--- src/verilog/wstc_params.svh ---
`ifndef WSTC_PARAMS_SVH
`define WSTC_PARAMS_SVH

// clock and wake timing
`define WSTC_CLK_MHZ        125
`define WSTC_WAKE_MIN_US    40
`define WSTC_WAKE_MIN_CYC   (`WSTC_WAKE_MIN_US * `WSTC_CLK_MHZ)
`define WSTC_ENA_HIGH_US    20
`define WSTC_CNT_W          13
// length of the transition phase into a low-power state, cycles
`define WSTC_TRANS_CYC      16
`define WSTC_TCNT_W         5
// cycles for which the reset output is held low
`define WSTC_RST_CYC        16

// command codes
`define WSTC_CMD_NONE       3'h0
`define WSTC_CMD_NORMAL     3'h1
`define WSTC_CMD_SLEEP      3'h2
`define WSTC_CMD_STANDBY    3'h3

`endif

--- src/verilog/wstc_pkg.sv ---
`include "wstc_params.svh"

package wstc_pkg;

   typedef enum logic [2:0]
   {
      WSTC_ST_INIT       = 3'h0,
      WSTC_ST_NORMAL     = 3'h1,
      WSTC_ST_TO_SLEEP   = 3'h2,
      WSTC_ST_TO_STANDBY = 3'h3,
      WSTC_ST_SLEEP      = 3'h4,
      WSTC_ST_STANDBY    = 3'h5,
      WSTC_ST_WAKE       = 3'h6,
      WSTC_ST_SAFE       = 3'h7
   } wstc_state_type;

   typedef struct packed
   {
      logic       valid;
      logic [2:0] code;
   } wstc_cmd_type;

   typedef struct packed
   {
      logic level_trigger_input;
      logic edge_trigger_input;
   } wstc_pins_type;

endpackage

--- src/verilog/wstc_top.sv ---
// Overview of operation
// - after power-on reset the device enters the configuration state by itself
// - host command moves a configured device from configuration to normal
// - sleep or standby commands are accepted from normal or wake
// - level input is a wake only after staying high the minimum time
// - a rising edge on the edge input is a wake event
// - wake: standby to config, sleep to wake, safe shutdown to config
// - low level and falling edge cause no transition
// - wake during normal-to-sleep goes to wake and raises interrupt
// - wake during normal-to-standby goes to config and asserts reset output
// - low-power commands are obeyed while the edge input is high
// - minimum level wake duration is 40 microseconds
`timescale 1ns/1ns
`default_nettype none

module wstc_top
   import wstc_pkg::*;
(
   input  wire logic           i_clk_sys,
   input  wire logic           i_rst_n,
   input  wire logic           i_level_trigger_input,
   input  wire logic           i_edge_trigger_input,
   input  wire logic           i_cmd_valid,
   input  wire logic [2:0]     i_cmd_code,
   input  wire logic           i_config_done,
   input  wire logic           i_safe_shutdown,
   output logic [2:0]          o_state,
   output logic                o_reset_output_n,
   output logic                o_interrupt
);

   // ***************************************************************
   // wake input conditioning
   // ***************************************************************

   wstc_pins_type pins_raw;
   wstc_pins_type pins_sync;
   logic          wake;

   assign pins_raw.level_trigger_input = i_level_trigger_input;
   assign pins_raw.edge_trigger_input  = i_edge_trigger_input;

   wstc_sync u_sync
   (
      .i_clk_sys (i_clk_sys),
      .i_rst_n   (i_rst_n),
      .i_pins    (pins_raw),
      .o_pins    (pins_sync)
   );

   wstc_qual u_qual
   (
      .i_clk_sys (i_clk_sys),
      .i_rst_n   (i_rst_n),
      .i_level   (pins_sync.level_trigger_input),
      .i_edge    (pins_sync.edge_trigger_input),
      .o_wake    (wake)
   );

   // ***************************************************************
   // state machine
   // ***************************************************************

   wstc_cmd_type           cmd;
   wstc_state_type         state;
   wstc_state_type         next_state;
   logic [`WSTC_TCNT_W-1:0] tcnt;
   logic [`WSTC_TCNT_W-1:0] next_tcnt;
   logic [`WSTC_TCNT_W-1:0] rcnt;
   logic [`WSTC_TCNT_W-1:0] next_rcnt;
   logic                   next_reset_n;
   logic                   next_interrupt;

   localparam logic [`WSTC_TCNT_W-1:0] TRANS_LAST =
      `WSTC_TCNT_W'(`WSTC_TRANS_CYC - 1);
   localparam logic [`WSTC_TCNT_W-1:0] RST_LEN =
      `WSTC_TCNT_W'(`WSTC_RST_CYC);

   assign cmd.valid = i_cmd_valid;
   assign cmd.code  = i_cmd_code;

   function automatic logic is_cmd(input wstc_cmd_type c,
                                   input logic [2:0] code);
      is_cmd = c.valid && (c.code == code);
   endfunction

   always_comb
   begin
      next_state     = state;
      next_tcnt      = '0;
      next_rcnt      = (rcnt != '0) ? rcnt - `WSTC_TCNT_W'(1) : rcnt;
      next_interrupt = 1'b0;
      case (state)
         WSTC_ST_INIT:
         begin
            if (i_config_done && is_cmd(cmd, `WSTC_CMD_NORMAL))
               next_state = WSTC_ST_NORMAL;
         end
         WSTC_ST_NORMAL, WSTC_ST_WAKE:
         begin
            // edge input level plays no part here
            if (is_cmd(cmd, `WSTC_CMD_SLEEP))
               next_state = (state == WSTC_ST_NORMAL) ?
                            WSTC_ST_TO_SLEEP : WSTC_ST_SLEEP;
            else if (is_cmd(cmd, `WSTC_CMD_STANDBY))
               next_state = (state == WSTC_ST_NORMAL) ?
                            WSTC_ST_TO_STANDBY : WSTC_ST_STANDBY;
         end
         WSTC_ST_TO_SLEEP:
         begin
            next_tcnt = tcnt + `WSTC_TCNT_W'(1);
            if (wake)
            begin
               next_state     = WSTC_ST_WAKE;
               next_interrupt = 1'b1;
            end
            else if (tcnt == TRANS_LAST)
               next_state = WSTC_ST_SLEEP;
         end
         WSTC_ST_TO_STANDBY:
         begin
            next_tcnt = tcnt + `WSTC_TCNT_W'(1);
            if (wake)
            begin
               next_state = WSTC_ST_INIT;
               next_rcnt  = RST_LEN;
            end
            else if (tcnt == TRANS_LAST)
               next_state = WSTC_ST_STANDBY;
         end
         WSTC_ST_SLEEP:
         begin
            if (wake)
               next_state = WSTC_ST_WAKE;
         end
         WSTC_ST_STANDBY, WSTC_ST_SAFE:
         begin
            if (wake)
               next_state = WSTC_ST_INIT;
         end
         default:
            next_state = WSTC_ST_INIT;
      endcase
      // safe shutdown request overrides, but a wake still leaves it
      if (i_safe_shutdown && state != WSTC_ST_SAFE)
      begin
         next_state     = WSTC_ST_SAFE;
         next_interrupt = 1'b0;
      end
      next_reset_n = (next_rcnt == '0);
   end

   always_ff @(posedge i_clk_sys or negedge i_rst_n)
   begin
      if (!i_rst_n)
      begin
         state            <= WSTC_ST_INIT;
         tcnt             <= '0;
         rcnt             <= '0;
         o_reset_output_n <= 1'b0;
         o_interrupt      <= 1'b0;
      end
      else
      begin
         state            <= next_state;
         tcnt             <= next_tcnt;
         rcnt             <= next_rcnt;
         o_reset_output_n <= next_reset_n;
         o_interrupt      <= next_interrupt;
      end
   end

   assign o_state = state;

endmodule

`default_nettype wire

--- src/verilog/wstc_sync.sv ---
`timescale 1ns/1ns
`default_nettype none

module wstc_sync
   import wstc_pkg::*;
(
   input  wire logic          i_clk_sys,
   input  wire logic          i_rst_n,
   input  wire wstc_pins_type i_pins,
   output var  wstc_pins_type o_pins
);

   wstc_pins_type stage1;
   wstc_pins_type stage2;

   always_ff @(posedge i_clk_sys or negedge i_rst_n)
   begin
      if (!i_rst_n)
      begin
         stage1 <= '0;
         stage2 <= '0;
      end
      else
      begin
         stage1 <= i_pins;
         stage2 <= stage1;
      end
   end

   assign o_pins = stage2;

endmodule

`default_nettype wire

--- src/verilog/wstc_qual.sv ---
`timescale 1ns/1ns
`default_nettype none

module wstc_qual
   import wstc_pkg::*;
(
   input  wire logic i_clk_sys,
   input  wire logic i_rst_n,
   input  wire logic i_level,
   input  wire logic i_edge,
   output logic      o_wake
);

   logic [`WSTC_CNT_W-1:0] cnt;
   logic [`WSTC_CNT_W-1:0] next_cnt;
   logic                   edge_dly;
   logic                   next_edge_dly;
   logic                   fired;
   logic                   next_fired;
   logic                   next_wake;

   localparam logic [`WSTC_CNT_W-1:0] WAKE_MIN =
      `WSTC_CNT_W'(`WSTC_WAKE_MIN_CYC);

   always_comb
   begin
      next_cnt      = cnt;
      next_fired    = fired;
      next_wake     = 1'b0;
      next_edge_dly = i_edge;
      // a low level only rearms the qualifier
      if (!i_level)
      begin
         next_cnt   = '0;
         next_fired = 1'b0;
      end
      else if (!fired)
      begin
         if (cnt == WAKE_MIN - `WSTC_CNT_W'(1))
         begin
            next_wake  = 1'b1;
            next_fired = 1'b1;
         end
         else
            next_cnt = cnt + `WSTC_CNT_W'(1);
      end
      // rising edge only; falling edge ignored
      if (i_edge && !edge_dly)
         next_wake = 1'b1;
   end

   always_ff @(posedge i_clk_sys or negedge i_rst_n)
   begin
      if (!i_rst_n)
      begin
         cnt      <= '0;
         fired    <= 1'b0;
         edge_dly <= 1'b0;
         o_wake   <= 1'b0;
      end
      else
      begin
         cnt      <= next_cnt;
         fired    <= next_fired;
         edge_dly <= next_edge_dly;
         o_wake   <= next_wake;
      end
   end

endmodule

`default_nettype wire

--- config.mk ---
export PLATFORM = sky130hd
export DESIGN_NAME = wstc_top
export DESIGN_NICKNAME = d
export VERILOG_FILES = /design/src/verilog/wstc_pkg.sv /design/src/verilog/wstc_top.sv /design/src/verilog/wstc_sync.sv /design/src/verilog/wstc_qual.sv
export VERILOG_INCLUDE_DIRS = /design/src /design/src/verilog
export SDC_FILE = /design/constraint.sdc
export NUM_CORES = 1
export LEC_CHECK = 0
export BUFFER_PORTS_ARGS = -buffer_cell sky130_fd_sc_hd__buf_2
export CAP_MARGIN = 20
export CELL_PAD_IN_SITES_DETAIL_PLACEMENT = 0
export CELL_PAD_IN_SITES_GLOBAL_PLACEMENT = 1
export CORE_ASPECT_RATIO = 0.6
export CORE_MARGIN = 2
export CORE_UTILIZATION = 49
export DETAILED_ROUTE_END_ITERATION = 7
export HOLD_SLACK_MARGIN = 0.02
export PLACE_DENSITY = 0.87
export SLEW_MARGIN = 20
export SYNTH_ARGS = -nofsm -noshare
export SYNTH_HDL_FRONTEND = slang
export SYNTH_SLANG_ARGS = --single-unit
--- constraint.sdc ---
create_clock -name i_clk_sys -period 2.95 [get_ports i_clk_sys]
set_input_delay 0.59 -clock i_clk_sys [delete_from_list [all_inputs] [get_ports i_clk_sys]]
set_output_delay 0.59 -clock i_clk_sys [all_outputs]
set_load 0.05 [all_outputs]
Yosys cells after proc, flatten, opt, wreduce, memory -nomap -nowiden
Index checks and enable logic that the tools add are counted.
Widths: inputs -> output; s select.
{"block": "op_classes", "add_sub_neg": 3, "n_reduce_logical": 15, "mux": 29, "eq_ne": 21}
{"op": "$mux 13", "count": 3}
{"op": "$mux 3", "count": 12}
{"op": "$mux 5", "count": 4}
{"op": "$pmux 3 s6", "count": 1}
{"op": "$add 13x1->13 const B", "count": 1}
{"op": "$eq 13x13->1 const B", "count": 1}
{"op": "$eq 3x2->1 const B", "count": 4}
{"op": "$eq 3x3->1 const B", "count": 4}
{"op": "$mux 1", "count": 9}
{"op": "$ne 4x3->1 const B", "count": 2}
{"op": "$eq 3x1->1 const B", "count": 2}
{"op": "$logic_and 1x1->1", "count": 6}
{"op": "$ne 3x2->1 const B", "count": 2}
{"op": "$ne 3x3->1 const B", "count": 2}
{"op": "$reduce_and 6->1", "count": 1}
{"op": "$reduce_or 2->1", "count": 3}
{"op": "$add 5x1->5 const B", "count": 1}
{"op": "$eq 5x4->1 const B", "count": 1}
{"op": "$logic_not 5->1", "count": 1}
{"op": "$reduce_bool 5->1", "count": 1}
{"op": "$sub 5x1->5 const B", "count": 1}
{"op": "$ne 2x2->1 const B", "count": 2}
{"op": "$ne 4x4->1 const B", "count": 1}
{"op": "$logic_not 3->1", "count": 1}
{"op": "2 further kinds", "count": 2}
{"block": "totals", "input_bits": 10, "wordCells": 81, "ff_bits": 35}

Depth between registers and ports, before layout
Gate-level depths: netlist of run 1.
{"block": "logic_depth", "depth_word": 6, "depth_mapped": 8}

Modules after synthesis
Synthesis of run 1 repeated with hierarchy kept, for this count alone.
{"block": "unflattened", "hier_cells": 172, "hier_area_um2": 1775.5}
{"mod": "wstc_top", "instances": 1, "cells_each": 91, "area_each_um2": 880.8}
{"mod": "wstc_qual", "instances": 1, "cells_each": 77, "area_each_um2": 794.5}
{"mod": "wstc_sync", "instances": 1, "cells_each": 4, "area_each_um2": 100.1}

Least setup slack after synthesis of run 1
No wires, ideal clock.
{"block": "synth_timing", "kind": "register to register", "from": "register tcnt[0]", "to": "register state[2], in the netlist o_state[2]", "setup_time_ns": 0.067, "path_buffers": 0, "arrival_time_ns": 1.823, "stages_incl_launch_ff": 9, "slack_ns": 1.060, "period_less_slack_ns": 1.890, "path_cell_list": "dfrtp_1 > ha_1 > and3_1 > ha_1 > or2_0 > a211oi_2 > nor3_4 > a31oi_1 > o221a_1"}
{"block": "synth_via", "elab_chain_len": 3, "elab_cells_between_ends": 4, "cone_classes": "eq/ne: 3; reduce/logical: 1"}
{"item": "from (decl)", "line": "wstc_top.sv:67", "source": "logic [`WSTC_TCNT_W-1:0] tcnt;"}
{"item": "from (signal assigned)", "line": "wstc_top.sv:166", "source": "tcnt <= next_tcnt;"}
{"item": "$eq 5x4->1 *", "line": "wstc_top.sv:117, wstc_top.sv:128"}
{"item": "$ne 4x3->1 (no line)"}
{"item": "$reduce_and 6->1 (no line) *"}
{"item": "to (signal assigned)", "line": "wstc_top.sv:165", "source": "state <= next_state;"}
{"item": "to (decl)", "line": "wstc_top.sv:65", "source": "wstc_state_type state;"}
Mark *: on every way between the ends. The rest lies on a longest branch, timed or not.
A chain may end at the register's enable or synchronous reset.

Worst setup path after layout of run 1
Ends and elaborated chain as after synthesis.

==> results.yml, run 1 <==
run:
  drv_cap: 0
cts:
  post_cts_buffers: 0
  numCtsBuffers: 5
  cts_tree: "built"
  cts.clk_slew.worst_paths_ns: 0.07
  cts_buffer_depth: 2
  clkLatencyLatePin_ns: 0.28
  cts.sinks: 35
  cts-root-buf: "clkbuf_8"
  cts_max_level: 2
  cts_resized: 0
  postCtsHoldBufs: 0
floorplanning:
  die_area_um2: 4040
  rows: 16
  pin_count: 15
  die_x_um: 80.7
  start_util_pct: 52.1
  design.core.area_um2: 3320
  die_h_um: 50.1
critical_path:
  critical_path.max_fanout: 7
  worstPathArrival_ns: 2.24
  crit_required_ns: 3.17
  slowest_delay_ns: 0.40
  cpMostUsedCell: "ha_1"
  worst-setup-path-type: "reg -> reg"
  timing.rr.start: "tcnt[0]"
  cp_cell_sequence: "ha_1 -> and3_1 -> ha_1 -> or2_0 -> a211oi_2 -> nor3_4 -> a31oi_1 -> o221a_1"
  endpoint_kind: "flop"
  crit_start: "tcnt[0]"
  slowest_stage: "dfrtp_1"
  crit_buf_inv: 0
  cp_top_family: "compound AO/OA/AOI/OAI gates"
  setup.worst_path.start_class: "flop"
  rrSetupSlack_ns: 0.93
layout:
  area_delta_synth_final_pct: 12.4
  multi_input_area_um2: 806
  n_fill_cell: 300
  final_net_count: 202
  finish.utilization_pct: 58.6
  finalNonFillerCells: 234
  regArea_um2: 876
  antenna_cells: 0
  drive_above_1_share_pct: 14.8
global_routing:
  antenna_found_initial: 0
  grt_pass1_vias: 1196
  grt_first_pass_wirelength_um: 5510
  grt_max_degree: 36
  overflow: 0
  grt_usage_pct: 18.3
timing:
  finalSetupTns_ns: 0
  hold_viol: 0
  fin_crit_sh_pct: 68.3
  period_minus_slack_ns: 2.02
  setup_viol: 0
  rsz0062_at_grt: "no"
  fmax_mhz: 496
  worst_slew_pin_slew_ns: 0.745
  skew_ns: 0.00605
  slew_viol_final: 0
  maxSlewHeadroom_pct: 50.3
route:
  drt_iter0_drc: 142
  dr_total_vias: 1268
  drtPass1Iterations: 4
  drc: 0
  wl_per_cell_um: 13.7
  totalWireLength_um: 3220
  viasPerCell: 5.42
  ant_nets: 0
synthesis:
  synth.mux.area_fraction_pct: 0.578
  syn_area_um2: 1730
  synth.net_count: 185
  synth-compound-area-share_pct: 8.45
  yosysWarningCount: 0
  synthAdderAreaFrac_pct: 2.89
  syn_inst: 171
  yosys-top-cells-area: "dfrtp_1, xnor2_1, nor2_1, and2_1, xor2_1"
  synth.distinct_cells: 47
  synth-xor-area-share_pct: 8.09
  synth_top_area_share_pct: 50.6
  synth-simple-area-share_pct: 26.5
  yosys.area.top_type: "dfrtp_1"
  synth_top_family_by_area: "simple AND/OR/NAND/NOR gates"
  ys_ff_latch: 35
  postSynthAreaPerCell_um2: 10.1
  seq_area_frac_synth_pct: 50.6
place:
  placedCellCount: 226
  hpwl_um: 2370
  port_buffers: 14
  routabilityCongestion: 0.793
run_status:
  status: "finished clean"
pwr:
  powerDensity_nw_per_um2: 864
  peakVddDrop_v: 0.000465
  leakage_nw: 0.958
worst_hold_path:
  hold_class: "reg -> reg"
  min_from: "u_sync.stage1[1]"
[cells by family after synthesis]
kind of cell	Yosys count
compound gates	21
fa+ha+maj	4
simple gates	83
xor+xnor	16
flops	35
buf+inv	11
mux	1
[through the flow]
step / total power, W / instance area, µm² / hold WS [ns] / setup WS [ns]
after floorplan: 0.00114 / 1730 / 0.294 / 1.06
after global placement: 0.00123 / 1830 / 0.336 / 0.981
after detailed placement: 0.00127 / 1830 / 0.337 / 0.953
after CTS: 0.00170 / 1950 / 0.361 / 0.926
after global routing: 0.00180 / 1950 / 0.365 / 0.832
final: 0.00168 / 1950 / 0.356 / 0.935
[Yosys cell counts, drive strengths merged]
master / number
dfrtp: 35
nor2: 19
nand2: 14
and2: 10
nand3: 10
xnor2: 9
and3: 7
inv: 7
xor2: 7
o21ai: 6
ha: 4
a21oi: 3
buf: 3
nand2b: 3
nor3: 3
a211oi: 2
nand3b: 2
nand4: 2
nand4b: 2
nor2b: 2
o22ai: 2
or2: 2
a21o: 1
a221oi: 1
a22oi: 1
a31oi: 1
and3b: 1
and4: 1
and4bb: 1
clkbuf: 1
mux2i: 1
nor3b: 1
nor4: 1
nor4bb: 1
o211ai: 1
o21a: 1
o221a: 1
o311ai: 1
or4: 1
[placed cells by master, fill, tap and decap left out, types with 3 or more instances in the layout]
master and n:
o21ai_1 3, o21ai_0 3, ha_1 4, inv_1 6, dfrtp_1 35, nor2_1 18, and3_1 7, buf_2 14
xor2_1 7, nand2b_1 3, clkbuf_8 5, nand3_1 10, nand2_1 14, xnor2_1 9, and2_1 10
[flip-flops by register name (all words and copies together), names as in the netlist]
signal            cells
u_sync.o_pins         2
o_reset_output_n      1
u_sync.stage1         2
o_state               3
u_qual.edge_dly       1
u_qual.cnt           13
u_qual.fired          1
tcnt                  5
rcnt                  5
u_qual.o_wake         1
o_interrupt           1
[worst paths after layout]
path                                    end  cells after the start
max in group asynchronous           rcnt[3]                      1
max                              o_state[2]                      8
max reg2reg                      o_state[2]                      8
min in group asynchronous     u_qual.cnt[1]                      1
min reg2reg                u_sync.o_pins[1]                      0
min                        u_sync.o_pins[1]                      0
[where the power goes]
part	switching [W]	internal [W]
combinational	0.000348	0.000225
clock	0.000169	0.000251
sequential	0.000124	0.000564
total	0.000642	0.00104
[layer usage]
layer	vias to the layer above	part of all wire (%)	global-route usage, %
met3	4	4.7	4.95
met2	26	45	27.6
li1	621	-	-
met4	0	0.90	5.93
met5	-	0	0
met1	617	49	25.8
[cell type report]
cell class,count,share of cell area (%)
Inverter,7,1.35
Multi-Input combinational cell,125,41.4
Clock inverter,3,2.25
Tap cell,45,2.89
Clock buffer,5,3.53
Timing Repair Buffer,14,3.60
Sequential cell,35,45.0
No activity file was read; power rests on OpenSTA's default activity.
==> run 2, diff against run 1 <==
CORE_UTILIZATION = 46   (was 49)
PLACE_DENSITY = 0.82   (was 0.87)
clock period = 1.9 ns   (was 2.95 ns; I/O delays follow)
==> results.yml, run 2 (synthesis results as in run 1) <==
run_status:
  status: "finished clean"
critical_path:
  r2r_cells: 8
  slowest_delay_ns: 0.40
  critical_path.max_fanout: 7
  cpMostUsedCell: "ha_2"
  worstPathArrival_ns: 2.12
  r2r-end: "o_state[2]"
  cp_top_family: "compound AO/OA/AOI/OAI gates"
  setup.worst_path.start_class: "flop"
  rrSetupSlack_ns: 0.007
  path_depth: 8
  slowest_stage: "dfrtp_1"
  worst-setup-path-type: "reg -> reg"
  crit_buf_inv: 0
  endpoint_kind: "flop"
  crit_start: "tcnt[1]"
  crit_end: "o_state[2]"
  cp_cell_sequence: "ha_2 -> and3_4 -> ha_2 -> or2_1 -> a211oi_2 -> nor3_4 -> a31oi_1 -> o221a_1"
  timing.rr.start: "tcnt[1]"
  crit_required_ns: 2.12
timing:
  finalSetupTns_ns: 0
  rsz0062_at_grt: "yes"
  fin_hold_ws_ns: 0.163
  slew_viol_final: 0
  fmax_mhz: 528
  hold_viol: 0
  period_minus_slack_ns: 1.89
  skew_ns: 0.00523
  maxSlewHeadroom_pct: 49.8
  fin_crit_sh_pct: 99.6
  setup_viol: 0
  worst_slew_pin_slew_ns: 0.753
layout:
  final_common_cell: "dfrtp_1"
  reg.largest.list: "u_qual.cnt (13), rcnt (5), tcnt (5)"
  antenna_cells: 0
  layout_common_cells: "dfrtp_1, nor2_1, nand2_1, buf_2, buf_4"
  finalNonFillerCells: 247
  drive_above_1_share_pct: 21.0
  final_net_count: 213
  regMostFlops: "u_qual.cnt"
  largest_reg_flops: 13
  area_delta_synth_final_pct: 19.3
  final_area_um2: 2070
floorplanning:
  die_x_um: 83.2
  design.core.area_um2: 3640
  rows: 17
  die_h_um: 51.5
  start_util_pct: 47.6
  die_area_um2: 4290
  pin_count: 15
global_routing:
  use_met3_pct: 5.40
  overflow: 0
  antenna_found_initial: 0
  grt_pass1_vias: 1279
  grt_use_met2_pct: 26.7
  grt_max_degree: 36
  grt_usage_pct: 18.3
  grtUsageMet1_pct: 25.7
  grt_first_pass_wirelength_um: 5950
  grt_busiest_layer: "met2"
cts:
  cts_tree: "built"
  cts_max_level: 2
  numCtsBuffers: 5
  postCtsHoldBufs: 0
  cts-root-buf: "clkbuf_8"
  cts.clk_slew.worst_paths_ns: 0.07
  cts_buffer_depth: 2
  cts.sinks: 35
  clkLatencyLatePin_ns: 0.28
pwr:
  peakVddDrop_v: 0.000851
  leakage_nw: 1.01
  p_clk_share_pct: 27.5
  power.switching_w: 0.00102
  sw_frac_of_total_pct: 35.6
  seq_power_share_pct: 36.4
  internal_power_w: 0.00185
  powerDensity_nw_per_um2: 1390
  power_frac_comb_pct: 36.1
  finalPower_w: 0.00287
place:
  routabilityCongestion: 0.883
  hpwl_um: 2360
  port_buffers: 14
  placed_cell_area_um2: 1900
  placedCellCount: 236
route:
  wl_per_cell_um: 13.8
  viasPerCell: 5.26
  drt_iter0_drc: 47
  drc: 0
  ant_nets: 0
  dr_total_vias: 1300
  totalWireLength_um: 3420
  drtPass1Iterations: 4
run:
  drv_cap: 0
worst_hold_path:
  hold_class: "in -> async"
-- run 2: cell types whose count changed in the layout (fill, tap and decap cells not counted) --
cell        before  now
or2_1            0    1
bufinv_16        1    2
or2_0            1    0
and3_1           7    6
and3_4           0    1
buf_4            0   11
clkinvlp_4       0    1
clkinv_2         1    0
ha_2             0    2
clkinv_4         1    0
ha_1             4    2
-- run 2: worst min-delay path by stage --
stage | from | end | slack [ns] | depth (start not counted)
2_1_floorplan | i_rst_n | o_interrupt | 0.08 | 0
3_3_place_gp | u_sync.stage1[1] | u_sync.o_pins[1] | 0.33 | 0
3_5_place_dp | u_sync.stage1[0] | u_sync.o_pins[0] | 0.34 | 0
4_1_cts | i_rst_n | u_qual.edge_dly | 0.19 | 1
5_1_grt | i_edge_trigger_input | u_sync.stage1[0] | 0.18 | 1
6_report | i_rst_n | u_sync.o_pins[1] | 0.16 | 1
-- run 2: metal layers --
metal	part of all wire (%)	vias to the layer above	routed length, µm
met2	44	26	1520
met5	0	-	0
met4	1.3	0	46
met1	50	625	1720
li1	-	643	-
met3	3.8	6	129
-- run 2: layout make-up --
class / count / area, µm²
fillers: 309 / 1570
flip-flops and latches: 35 / 876
multi-input cells: 125 / 816
repair buffers: 25 / 153
clock buffers: 5 / 68.8
clock inverters: 3 / 67.6
well taps: 47 / 58.8
inverters: 7 / 26.3
-- run 2: repair_timing --
action | in CTS | in global routing
pin swaps | 6 | 1
buffers inserted | 3 | 0
setup endpoints to repair | 1 | 3
gates resized for setup | 4 | 0
-- run 2: through the flow --
stage | worst slack, ns | util (%)
floorplan | 0.00969 | -
global placement | -0.00960 | 52.2
detailed placement | -0.0476 | 52.2
CTS | -0.0137 | 56.8
global route | -0.113 | 56.8
finish | 0.00730 | 56.8
-- run 2: power groups by stage --
stage          Sequential [W]  Combinational [W]  Clock, W
2_1_floorplan         0.00113           0.000646         0
3_3_place_gp          0.00104           0.000953         0
3_5_place_dp          0.00106           0.000981         0
4_1_cts               0.00104            0.00103  0.000812
5_1_grt               0.00107            0.00115  0.000849
6_report              0.00104            0.00103  0.000788
-- run 2: worst register-to-register path: stages, from the launching register on --
cell and delay (ns):
dfrtp_1 0.40, ha_2 0.20, and3_4 0.18, ha_2 0.15, or2_1 0.21, a211oi_2 0.26
nor3_4 0.09, a31oi_1 0.17, o221a_1 0.18
